## src/verilog/clbs_regs.svh

```systemverilog
// Purpose: Offsets, field positions, reset values and timing counts for the
//          cache/local-bus control and pin-strap register bank.
// Assumes: Included by bare name from the design files.
// Notes:   Definitions only.
`ifndef CLBS_REGS_SVH
`define CLBS_REGS_SVH

// ----------------------------------------------------------------------------
// I/O port pair (low byte of the I/O address)
// ----------------------------------------------------------------------------
`define CLBS_IO_INDEX_ADDR 8'h22
`define CLBS_IO_DATA_ADDR 8'h23

// ----------------------------------------------------------------------------
// Register indexes
// ----------------------------------------------------------------------------
`define CLBS_IDX_MISC 8'h14
`define CLBS_IDX_STRAP 8'h20

// ----------------------------------------------------------------------------
// Cache and local-bus misc register fields
// ----------------------------------------------------------------------------
`define CLBS_MISC_LB_RESET_BIT 4
`define CLBS_MISC_LB_EN_BIT 3
`define CLBS_MISC_INVAL_BIT 2
`define CLBS_MISC_WB_BIT 1
`define CLBS_MISC_POLICY_BIT 0
`define CLBS_MISC_LB_RESET_RST 1'b1
`define CLBS_MISC_LB_EN_RST 1'b0
`define CLBS_MISC_POLICY_RST 1'b0

// ----------------------------------------------------------------------------
// Pin strap register fields
// ----------------------------------------------------------------------------
`define CLBS_STRAP_EXTBUF_BIT 3
`define CLBS_STRAP_CARD_BIT 2
`define CLBS_STRAP_WIDTH_MSB 1
`define CLBS_STRAP_WIDTH_LSB 0
`define CLBS_STRAP_WIDTH_32 2'h3
`define CLBS_STRAP_WIDTH_16 2'h2

// ----------------------------------------------------------------------------
// Misc values and timing
// ----------------------------------------------------------------------------
`define CLBS_INDEX_RST 8'h00
`define CLBS_UNMAPPED_READ 8'h00
`define CLBS_STRAP_SETTLE 3'h4

`endif

```

## src/verilog/clbs_pkg.sv

```systemverilog
// Purpose: Types shared by the cache/local-bus strap control bank.
// Assumes: Used with package:: prefix, never imported.
// Notes:   One-hot codes written out.
package clbs_pkg;

  // --------------------------------------------------------------------------
  // Strap capture sequencer states
  // --------------------------------------------------------------------------
  typedef enum logic [2:0] {
    CLBS_ST_SETTLE = 3'h1,
    CLBS_ST_LATCH = 3'h2,
    CLBS_ST_RUN = 3'h4
  } clbs_strap_state_t;

endpackage : clbs_pkg

```

## src/verilog/clbs_pin_sync.sv

```systemverilog
// Purpose: Three-flop synchroniser for strap pins with agreement filter.
// Assumes: Pins are asynchronous to i_clk.
// Notes:   Output follows only when second and third stages agree.
`timescale 1ns/1ps

module clbs_pin_sync #(
  parameter int WIDTH = 4
) (
  // Clock and reset
  input wire logic i_clk,
  input wire logic i_arst_n,
  // Pins
  input wire logic [WIDTH-1:0] i_pin,
  // Filtered level
  output logic [WIDTH-1:0] o_level
);

  logic [WIDTH-1:0] s1_reg;
  logic [WIDTH-1:0] s2_reg;
  logic [WIDTH-1:0] s3_reg;
  logic [WIDTH-1:0] level_reg;
  logic [WIDTH-1:0] level_next;

  // ---------------------------------------------------------------------------
  // Agreement filter: first stage is read only by the second
  // ---------------------------------------------------------------------------
  always_comb begin
    level_next = level_reg;
    for (int i = 0; i < WIDTH; i++) begin
      if (s2_reg[i] == s3_reg[i]) begin
        level_next[i] = s3_reg[i];
      end
    end
  end

  // Shift chain and filtered level
  always_ff @(posedge i_clk or negedge i_arst_n) begin
    if (!i_arst_n) begin
      s1_reg <= '0;
      s2_reg <= '0;
      s3_reg <= '0;
      level_reg <= '0;
    end else begin
      s1_reg <= i_pin;
      s2_reg <= s1_reg;
      s3_reg <= s2_reg;
      level_reg <= level_next;
    end
  end

  assign o_level = level_reg;

endmodule : clbs_pin_sync

```

## src/verilog/clbs_ctrl.sv

```systemverilog
// Purpose: Cache/local-bus misc register and pin-strap register behind an
//          indexed I/O port pair, with special-cycle status capture.
// Assumes: Special-cycle and core-reset inputs come from logic on i_clk.
// Notes:   Upper misc bits and other indexed registers live elsewhere.
`timescale 1ns/1ps
`include "clbs_regs.svh"

module clbs_ctrl (
  // Clock and reset
  input wire logic i_clk,
  input wire logic i_arst_n,
  // I/O port access
  input wire logic [7:0] i_io_addr,
  input wire logic i_io_wr,
  input wire logic i_io_rd,
  input wire logic [7:0] i_io_wdata,
  output logic [7:0] o_io_rdata,
  // Core bus events
  input wire logic i_inval_cycle,
  input wire logic i_wb_cycle,
  input wire logic i_cpu_reset,
  // Strap pins: [3] buffer avail, [2] card boot, [1:0] rom width
  input wire logic [3:0] i_strap_pin,
  // Local bus control
  output logic o_local_bus_reset,
  output logic o_local_bus_if_enable,
  // Cache control
  output logic o_cache_policy_sel,
  // Boot configuration
  output logic o_ext_buffer_ctl_avail,
  output logic o_boot_to_card_socket,
  output logic o_rom_width_16,
  output logic o_rom_width_32,
  output logic o_rom_low_word_buffer_enable,
  output logic o_strap_valid
);

  // ---------------------------------------------------------------------------
  // Declarations
  // ---------------------------------------------------------------------------
  logic [3:0] strap_level;
  logic [7:0] index_reg;
  logic [7:0] index_next;
  logic local_bus_reset_ctl_reg;
  logic local_bus_reset_ctl_next;
  logic local_bus_if_enable_reg;
  logic local_bus_if_enable_next;
  logic invalidate_cycle_seen_reg;
  logic invalidate_cycle_seen_next;
  logic writeback_cycle_seen_reg;
  logic writeback_cycle_seen_next;
  logic cache_policy_sel_reg;
  logic cache_policy_sel_next;
  logic ext_buffer_ctl_avail_reg;
  logic ext_buffer_ctl_avail_next;
  logic boot_to_card_socket_reg;
  logic boot_to_card_socket_next;
  logic [1:0] boot_rom_width_cfg_reg;
  logic [1:0] boot_rom_width_cfg_next;
  logic [7:0] rdata_reg;
  logic [7:0] rdata_next;
  logic width16_reg;
  logic width16_next;
  logic width32_reg;
  logic width32_next;
  clbs_pkg::clbs_strap_state_t state_reg;
  clbs_pkg::clbs_strap_state_t state_next;
  logic [2:0] settle_reg;
  logic [2:0] settle_next;
  logic strap_valid_reg;
  logic strap_valid_next;
  logic data_wr;
  logic data_rd;
  logic misc_wr;
  logic misc_rd;
  logic strap_wr;
  logic [7:0] misc_view;
  logic [7:0] strap_view;

  // ---------------------------------------------------------------------------
  // Strap pin synchroniser
  // ---------------------------------------------------------------------------
  clbs_pin_sync #(
    .WIDTH(4)
  ) u_strap_sync (
    .i_clk(i_clk),
    .i_arst_n(i_arst_n),
    .i_pin(i_strap_pin),
    .o_level(strap_level)
  );

  // ---------------------------------------------------------------------------
  // Access decode
  // ---------------------------------------------------------------------------
  // Index port selects, data port reaches the selected register
  assign data_wr = i_io_wr && (i_io_addr == `CLBS_IO_DATA_ADDR);
  assign data_rd = i_io_rd && (i_io_addr == `CLBS_IO_DATA_ADDR);
  assign misc_wr = data_wr && (index_reg == `CLBS_IDX_MISC);
  assign misc_rd = data_rd && (index_reg == `CLBS_IDX_MISC);
  assign strap_wr = data_wr && (index_reg == `CLBS_IDX_STRAP);

  // Register views; upper misc bits and reserved strap bits read zero
  assign misc_view = {3'h0, local_bus_reset_ctl_reg, local_bus_if_enable_reg,
                      invalidate_cycle_seen_reg, writeback_cycle_seen_reg,
                      cache_policy_sel_reg};
  assign strap_view = {4'h0, ext_buffer_ctl_avail_reg, boot_to_card_socket_reg,
                       boot_rom_width_cfg_reg};

  // ---------------------------------------------------------------------------
  // Strap capture sequencer
  // ---------------------------------------------------------------------------
  // Waits for the pin filter to fill before sampling, so a stale reset value
  // of the synchroniser is never taken as the strap
  always_comb begin
    state_next = state_reg;
    settle_next = settle_reg;
    case (state_reg)
      clbs_pkg::CLBS_ST_SETTLE: begin
        settle_next = settle_reg + 3'h1;
        if (settle_reg == `CLBS_STRAP_SETTLE) begin
          state_next = clbs_pkg::CLBS_ST_LATCH;
        end
      end
      clbs_pkg::CLBS_ST_LATCH: begin
        state_next = clbs_pkg::CLBS_ST_RUN;
      end
      clbs_pkg::CLBS_ST_RUN: begin
        state_next = clbs_pkg::CLBS_ST_RUN;
      end
      default: begin
        state_next = clbs_pkg::CLBS_ST_SETTLE;
        settle_next = 3'h0;
      end
    endcase
    // Valid flag rises with the strap load; the width decode outputs follow it one cycle later
    strap_valid_next = (state_next == clbs_pkg::CLBS_ST_RUN);
  end

  // Sequencer state, settle count and registered valid flag
  always_ff @(posedge i_clk or negedge i_arst_n) begin
    if (!i_arst_n) begin
      state_reg <= clbs_pkg::CLBS_ST_SETTLE;
      settle_reg <= 3'h0;
      strap_valid_reg <= 1'b0;
    end else begin
      state_reg <= state_next;
      settle_reg <= settle_next;
      strap_valid_reg <= strap_valid_next;
    end
  end

  // ---------------------------------------------------------------------------
  // Index and misc register
  // ---------------------------------------------------------------------------
  always_comb begin
    index_next = index_reg;
    local_bus_reset_ctl_next = local_bus_reset_ctl_reg;
    local_bus_if_enable_next = local_bus_if_enable_reg;
    invalidate_cycle_seen_next = invalidate_cycle_seen_reg;
    writeback_cycle_seen_next = writeback_cycle_seen_reg;
    cache_policy_sel_next = cache_policy_sel_reg;
    if (i_io_wr && (i_io_addr == `CLBS_IO_INDEX_ADDR)) begin
      index_next = i_io_wdata;
    end
    if (misc_wr) begin
      local_bus_reset_ctl_next = i_io_wdata[`CLBS_MISC_LB_RESET_BIT];
      local_bus_if_enable_next = i_io_wdata[`CLBS_MISC_LB_EN_BIT];
      cache_policy_sel_next = i_io_wdata[`CLBS_MISC_POLICY_BIT];
    end
    // Read clears; status bits take no write data
    if (misc_rd) begin
      invalidate_cycle_seen_next = 1'b0;
      writeback_cycle_seen_next = 1'b0;
    end
    // Event in the clearing cycle still wins
    if (i_inval_cycle) begin
      invalidate_cycle_seen_next = 1'b1;
    end
    if (i_wb_cycle) begin
      writeback_cycle_seen_next = 1'b1;
    end
    // Core reset overrides a same-cycle write
    if (i_cpu_reset) begin
      cache_policy_sel_next = `CLBS_MISC_POLICY_RST;
    end
  end

  always_ff @(posedge i_clk or negedge i_arst_n) begin
    if (!i_arst_n) begin
      index_reg <= `CLBS_INDEX_RST;
      local_bus_reset_ctl_reg <= `CLBS_MISC_LB_RESET_RST;
      local_bus_if_enable_reg <= `CLBS_MISC_LB_EN_RST;
      invalidate_cycle_seen_reg <= 1'b0;
      writeback_cycle_seen_reg <= 1'b0;
      cache_policy_sel_reg <= `CLBS_MISC_POLICY_RST;
    end else begin
      index_reg <= index_next;
      local_bus_reset_ctl_reg <= local_bus_reset_ctl_next;
      local_bus_if_enable_reg <= local_bus_if_enable_next;
      invalidate_cycle_seen_reg <= invalidate_cycle_seen_next;
      writeback_cycle_seen_reg <= writeback_cycle_seen_next;
      cache_policy_sel_reg <= cache_policy_sel_next;
    end
  end

  // ---------------------------------------------------------------------------
  // Pin strap register
  // ---------------------------------------------------------------------------
  // Strap load beats a software write in the same cycle
  always_comb begin
    ext_buffer_ctl_avail_next = ext_buffer_ctl_avail_reg;
    boot_to_card_socket_next = boot_to_card_socket_reg;
    boot_rom_width_cfg_next = boot_rom_width_cfg_reg;
    if (strap_wr) begin
      boot_to_card_socket_next = i_io_wdata[`CLBS_STRAP_CARD_BIT];
      boot_rom_width_cfg_next =
        i_io_wdata[`CLBS_STRAP_WIDTH_MSB:`CLBS_STRAP_WIDTH_LSB];
    end
    if (state_reg == clbs_pkg::CLBS_ST_LATCH) begin
      ext_buffer_ctl_avail_next = strap_level[`CLBS_STRAP_EXTBUF_BIT];
      boot_to_card_socket_next = strap_level[`CLBS_STRAP_CARD_BIT];
      boot_rom_width_cfg_next =
        strap_level[`CLBS_STRAP_WIDTH_MSB:`CLBS_STRAP_WIDTH_LSB];
    end
  end

  always_ff @(posedge i_clk or negedge i_arst_n) begin
    if (!i_arst_n) begin
      ext_buffer_ctl_avail_reg <= 1'b0;
      boot_to_card_socket_reg <= 1'b0;
      boot_rom_width_cfg_reg <= 2'h0;
    end else begin
      ext_buffer_ctl_avail_reg <= ext_buffer_ctl_avail_next;
      boot_to_card_socket_reg <= boot_to_card_socket_next;
      boot_rom_width_cfg_reg <= boot_rom_width_cfg_next;
    end
  end

  // ---------------------------------------------------------------------------
  // Read data and width decode
  // ---------------------------------------------------------------------------
  // Read data is registered: valid the cycle after the read strobe, held after
  always_comb begin
    rdata_next = rdata_reg;
    if (i_io_rd) begin
      if (i_io_addr == `CLBS_IO_INDEX_ADDR) begin
        rdata_next = index_reg;
      end else if (misc_rd) begin
        rdata_next = misc_view;
      end else if (data_rd && (index_reg == `CLBS_IDX_STRAP)) begin
        rdata_next = strap_view;
      end else begin
        rdata_next = `CLBS_UNMAPPED_READ;
      end
    end
    // Decode lags the field by one cycle so the outputs come from flops
    width16_next = (boot_rom_width_cfg_reg == `CLBS_STRAP_WIDTH_16);
    width32_next = (boot_rom_width_cfg_reg == `CLBS_STRAP_WIDTH_32);
  end

  always_ff @(posedge i_clk or negedge i_arst_n) begin
    if (!i_arst_n) begin
      rdata_reg <= 8'h00;
      width16_reg <= 1'b0;
      width32_reg <= 1'b0;
    end else begin
      rdata_reg <= rdata_next;
      width16_reg <= width16_next;
      width32_reg <= width32_next;
    end
  end

  // ---------------------------------------------------------------------------
  // Outputs, each straight from a flop
  // ---------------------------------------------------------------------------
  assign o_io_rdata = rdata_reg;
  assign o_local_bus_reset = local_bus_reset_ctl_reg;
  assign o_local_bus_if_enable = local_bus_if_enable_reg;
  assign o_cache_policy_sel = cache_policy_sel_reg;
  assign o_ext_buffer_ctl_avail = ext_buffer_ctl_avail_reg;
  assign o_boot_to_card_socket = boot_to_card_socket_reg;
  assign o_rom_width_16 = width16_reg;
  assign o_rom_width_32 = width32_reg;
  assign o_rom_low_word_buffer_enable = width32_reg;
  // Valid comes from its own flop rather than a state decode at the pin
  assign o_strap_valid = strap_valid_reg;

endmodule : clbs_ctrl

```

## config.mk

```make
export PLATFORM = sky130hd
export DESIGN_NAME = clbs_ctrl
export DESIGN_NICKNAME = d
export VERILOG_FILES = /design/src/verilog/clbs_pkg.sv /design/src/verilog/clbs_pin_sync.sv /design/src/verilog/clbs_ctrl.sv
export VERILOG_INCLUDE_DIRS = /design/src /design/src/verilog
export SDC_FILE = /design/constraint.sdc
export NUM_CORES = 1
export LEC_CHECK = 0
export ABC_AREA = 0
export BUFFER_PORTS_ARGS = -buffer_cell sky130_fd_sc_hd__buf_4
export CAP_MARGIN = 20
export CORE_ASPECT_RATIO = 1.2
export CORE_MARGIN = 4
export CORE_UTILIZATION = 35
export DETAILED_ROUTE_END_ITERATION = 6
export SETUP_SLACK_MARGIN = 0.05
export SLEW_MARGIN = 15
export SYNTH_ARGS = -nofsm -noshare
export SYNTH_HDL_FRONTEND = slang
export SYNTH_SLANG_ARGS = --single-unit
```

## constraint.sdc

```tcl
create_clock -name i_clk -period 2.75 [get_ports i_clk]
set_input_delay 0.55 -clock i_clk [delete_from_list [all_inputs] [get_ports i_clk]]
set_output_delay 0.55 -clock i_clk [all_outputs]
set_load 0.1 [all_outputs]
```

; ---- Word-level counts from Yosys, hierarchy flattened
; Index checks and enable logic that the tools add are counted.
; W data, S select, Z words.
[word_totals]
regBits = 50
inputBits = 27
elab_cells = 65
[op_classes]
n_addsub = 1
eq_ne = 15
n_mux = 15
reduce_logical = 12
[ops]
columns = cell, n
row1 = $eq A8 B6 Y1 const B, 3
row2 = $pmux W3 S2, 2
row3 = $eq A3 B3 Y1 const B, 3
row4 = $eq A8 B5 Y1 const B, 1
row5 = $mux W8, 1
row6 = $reduce_bool A2 Y1, 4
row7 = $logic_and A1 B1 Y1, 7
row8 = $mux W1, 7
row9 = $mux W5, 1
row10 = $eq A1 B1 Y1, 4
row11 = $eq A2 B2 Y1 const B, 2
row12 = $mux W2, 2
row13 = $mux W4, 1
row14 = $add A3 B1 Y3 const B, 1
row15 = $eq A3 B1 Y1 const B, 1
row16 = $eq A3 B2 Y1 const B, 1
row17 = $mux W3, 1
row18 = $reduce_or A2 Y1, 1

; ---- Longest topological paths before layout
[logic_depth]
depth_word = 6
mapped_depth = 5
ltp_nobuf = 4

; ---- Hierarchy
; Synthesis repeated with hierarchy kept, for this count alone.
[hier_totals]
hier_cells = 157
hier_area_um2 = 2000.7
[by_module_without_submodules]
columns = mod, n_inst, cells_each, area_per_inst_um2, seq_area_each_um2
row1 = clbs_ctrl, 1, 137, 1555.2, 853.3
row2 = clbs_pin_sync, 1, 20, 445.4, 400.4

; ---- Worst setup path after synthesis
; OpenSTA, ideal clock, no wires.
[synth_timing]
kind = flip-flop to flip-flop
from = register index_reg[0]
to = register invalidate_cycle_seen_reg
setup_ns = 0.118
arrival_time_ns = 1.821
t_required_ns = 2.632
setup_slack_ns = 0.811
stages_incl_launch_ff = 5
path_buffers = 0
cell_sequence = dfrtp_1 > or4_4 > or4_4 > or2_1 > a21o_1
[synth_via]
elab_chain_len = 3
[synth_rtl]
columns = element, line_no
row1 = "start, declared", clbs_ctrl.sv:42  ; logic [7:0] index_reg;
row2 = "start signal, assigned", clbs_ctrl.sv:190  ; index_reg <= `CLBS_INDEX_RST;
row3 = "start signal, assigned", clbs_ctrl.sv:197  ; index_reg <= index_next;
row4 = $eq A8 B5 Y1 (no line), --
row5 = $logic_and A1 B1 Y1, clbs_ctrl.sv:99  ; assign misc_rd = data_rd && (index_reg == `CLBS_IDX_MISC);
row6 = $reduce_bool A2 Y1 (no line), --
row7 = "end signal, assigned", clbs_ctrl.sv:200  ; invalidate_cycle_seen_reg <= invalidate_cycle_seen_next;
row8 = "end, declared", clbs_ctrl.sv:48  ; logic invalidate_cycle_seen_reg;
; Every way passes these cells.
; A chain may end at the register's enable or synchronous reset.

; ---- Final worst setup path
[layout_timing]
from = register index_reg[0]
to = register rdata_reg[3] (netlist: o_io_rdata[3])
[layout_via]
elab_chain_len = 5
word_cells_on_any_way = 7
[layout_rtl]
columns = element, line_no
row1 = $eq A8 B6 Y1 (no line), --
row2 = $logic_and A1 B1 Y1, clbs_ctrl.sv:250  ; end else if (data_rd && (index_reg == `CLBS_IDX_STRAP)) begin
row3 = $mux W4, clbs_ctrl.sv:250
row4 = $mux W5 (*), clbs_ctrl.sv:248  ; end else if (misc_rd) begin
row5 = $mux W8 (*), clbs_ctrl.sv:246  ; if (i_io_addr == `CLBS_IO_INDEX_ADDR) begin
row6 = "end signal, assigned", clbs_ctrl.sv:267  ; rdata_reg <= rdata_next;
row7 = "end, declared", clbs_ctrl.sv:60  ; logic [7:0] rdata_reg;
; Every way passes the cells marked *; elsewhere a longest branch is shown, timed or not.

==> results.md <==
- Max-Cap Viols: 0
- Placeable Area: 5406 um^2
- Clock Power Share: between 30% and 40%
- Post-Layout Cell Count: 271
- Via density: between 5 and 6
- Worst Clk Skew: between 5 and 6 ps
- Min cycle time layout: between 2000 and 2500 ps
- Initial antenna violation count: 0
- Sum Neg Setup Slack: 0 ps
- Fin worst setup slack: approximately 700 ps
- PostCTS Resize Cnt: 0
- Layout cells sized above 1: roughly a third
- Net Sw Power: roughly 0.37 mW
- Most frequent cells in the layout: 48 x dfrtp_1, 43 x buf_4, 11 x inv_1, 11 x mux2_2, 11 x nand2_1
- Vias: about 1400
- WS Path Type: reg -> reg
- Yosys reg bits: 50
- H-tree levels: 2
- Worst Setup Start Kind: flip-flop
- Critical Path End Type: flip-flop
- Global-route wire length before repair: ~6600 um
- Worst path max stage delay: ~580 ps
- Status: complete, no violations
- Residual DRC count: 0
- Leading post-synthesis cells by cell area: dfrtp_1 60%, mux2_2 6.2%, dfstp_2 2.6%
- GRT Total Usage: between 10% and 20%
- Clock-pin slew on the worst setup and hold paths: around 90 ps
- Root Buffer: clkbuf_8
- TritonCTS clock tree: yes
- Place WS: just under 600 ps
- Cells after DPL: 263
- Largest net degree at the start of global routing: roughly 50
- Maximum buffer depth of the clock tree: 2
- Dpl hpwl: between 2000 and 3000 um
- Core Rows: 29
- Post-Syn Nets: 192
- Drt initial violations: 37
- Total die area: ~7000 um^2
- Area growth from synthesis to layout: 23.79%
- Cells after synthesis: 163
- Vias in the first global route: between 1000 and 1500
- CTS buffer count: 5
- Syn Area/Cell: between 10 and 15 um^2
- Synth top area share: 60.11%
- Buffers and inverters on the worst path: 0
- Synth Cell Area: between 1500 and 2000 um^2
- Layout Utilization: a little under half
- GP Congestion: between 0.7 and 0.8
- Hold Vio Cnt, Final: 0
- Highest clock rate: 0.4873 GHz
- Sw Share: a little over a quarter
- Comb power frac: between 10% and 20%
- IO Port Bufs: 43
- Critical path's slowest cell: or4_4
- Leakage: 1.104 nW
- RSZ-0062 raised after global routing: no
- Delay-heaviest family, CP: simple AND/OR/NAND/NOR gates
- VDD IR max: about 0.28 mV
- Final setup fails: 0
- Worst path arrival time: about 2300 ps
- WL/cell: about 14 um
- Flop pwr share: 57.0%
- Slew Viols, Final: 0
- Die X-Extent: around 77 um
- WP data required: 2990 ps
- Final cell area excluding filler cells: around 2500 um^2
- Pre-antenna DRT Iters: 4
- Detailed Route WL: roughly 3900 um
- Cts hold-fix bufs: 0
- HP Class: in -> async
- Final Cycle Share: approximately three quarters
- Post-synthesis cell type count: 34
- CTS sink count: 50
- Initial Util: a little under two fifths
- Slew HR: 58.79%
- Int Power: around 1 mW
- Sequential area share after synthesis: 62.74%
- Pwr dens: approximately 560 nW/um^2
- Inserted Diodes: 0
- GR Overflow Total: 0
- CP max FO: 5
- Synth area leader: dfrtp_1
- Placed inst area: 2376 um^2
- Top-level port count: between 40 and 50
- Commonest non-fill, non-tap cell in the layout: dfrtp_1
- Cell breakdown of the critical path: or4_4 -> or4_4 -> nor2_1 -> a221o_1
- Top cell by count, worst path: or4_4
- Die Y: around 91 um
- Worst-Margin Slew: between 600 and 700 ps
- Setup Buffers After CTS: 0
- Clk_lat worst skew: 300 ps
- Antenna-violating nets left: 0
- Synth warnings: 0
- Final layout net count: ~240
-- area by class of cell --
type	instances	area (um^2)
clock buffer	5	68.82
clock inverter	3	28.78
fill	519	2933
inverter	11	41.29
multi-input combinational	97	680.7
sequential	50	1254
tap	62	77.57
timing repair buffer	43	322.8
-- synthesized netlist by cell type --
cell and n:
dfrtp_1 48, inv_1 11, mux2_2 11, nand2_1 11
a21oi_1 8, nor2_1 7, o22ai_1 7, o21ai_0 5
a221o_1 4, clkbuf_1 4, maj3_1 4, nor2b_1 4
a31oi_1 3, nand3_1 3, nand3b_1 3, or4_4 3
a21o_1 2, and3_1 2, dfstp_2 2, ha_1 2
nand2b_1 2, nor3b_1 2, nor4_1 2, o32ai_1 2
or3b_2 2, and2_1 1, buf_4 1, nand4_1 1
nand4bb_1 1, nor3_1 1, o31ai_1 1, or2_1 1
or2_2 1, xor2_1 1
-- path summary, 6_finish.rpt --
check                                             to                   start  slack, ps  cells past startpoint
max                                    o_io_rdata[3]            index_reg[0]        700                      4
max in group asynchronous  boot_rom_width_cfg_reg[0]                i_arst_n       2080                      1
min reg2reg                   u_strap_sync.s2_reg[0]  u_strap_sync.s1_reg[0]        360                      0
min in group i_clk            u_strap_sync.s1_reg[1]          i_strap_pin[1]        340                      1
max reg2reg                            o_io_rdata[3]            index_reg[0]        700                      4
min                                    o_io_rdata[5]                i_arst_n        260                      1
-- per-stage QoR --
step                hold slack, ps  total power [mW]
floorplan                    254.4            0.8771
global placement             331.6            0.9418
CTS                          274.9             1.396
detailed placement           338.1            0.9438
finish                       255.2             1.374
global route                 300.2             1.438
-- per-layer routing --
metal / routed length, um / up-vias / global-route usage, %
met1: 1763 / 665 / 14.41
met4: 49 / 0 / 3.858
li1: - / 670 / -
met3: 261 / 6 / 3.892
met2: 1804 / 52 / 19.19
met5: 0 / - / 0
-- worst register-to-register path: cells and delay by family (launching register included) --
kind	cells	cell delay, ps
flops	1	400
compound gates	1	210
simple gates	3	1390
-- power by group through the flow --
| stage | combinational, mW | clock, mW | sequential [mW] |
|---|---|---|---|
| after floorplan | 0.0437 | 0 | 0.833 |
| after global placement | 0.145 | 0 | 0.797 |
| after detailed placement | 0.146 | 0 | 0.798 |
| after CTS | 0.147 | 0.466 | 0.783 |
| after global routing | 0.155 | 0.496 | 0.787 |
| final | 0.144 | 0.447 | 0.783 |
-- kinds of logic after synthesis --
group           share of synthesized area (%)
mux                                     6.199
buf+inv                                 3.193
flops                                   62.74
xor+xnor                               0.4384
fa+ha+maj                               3.256
compound gates                          10.39
simple gates                            13.78
Power figures use the tool's default switching activity.
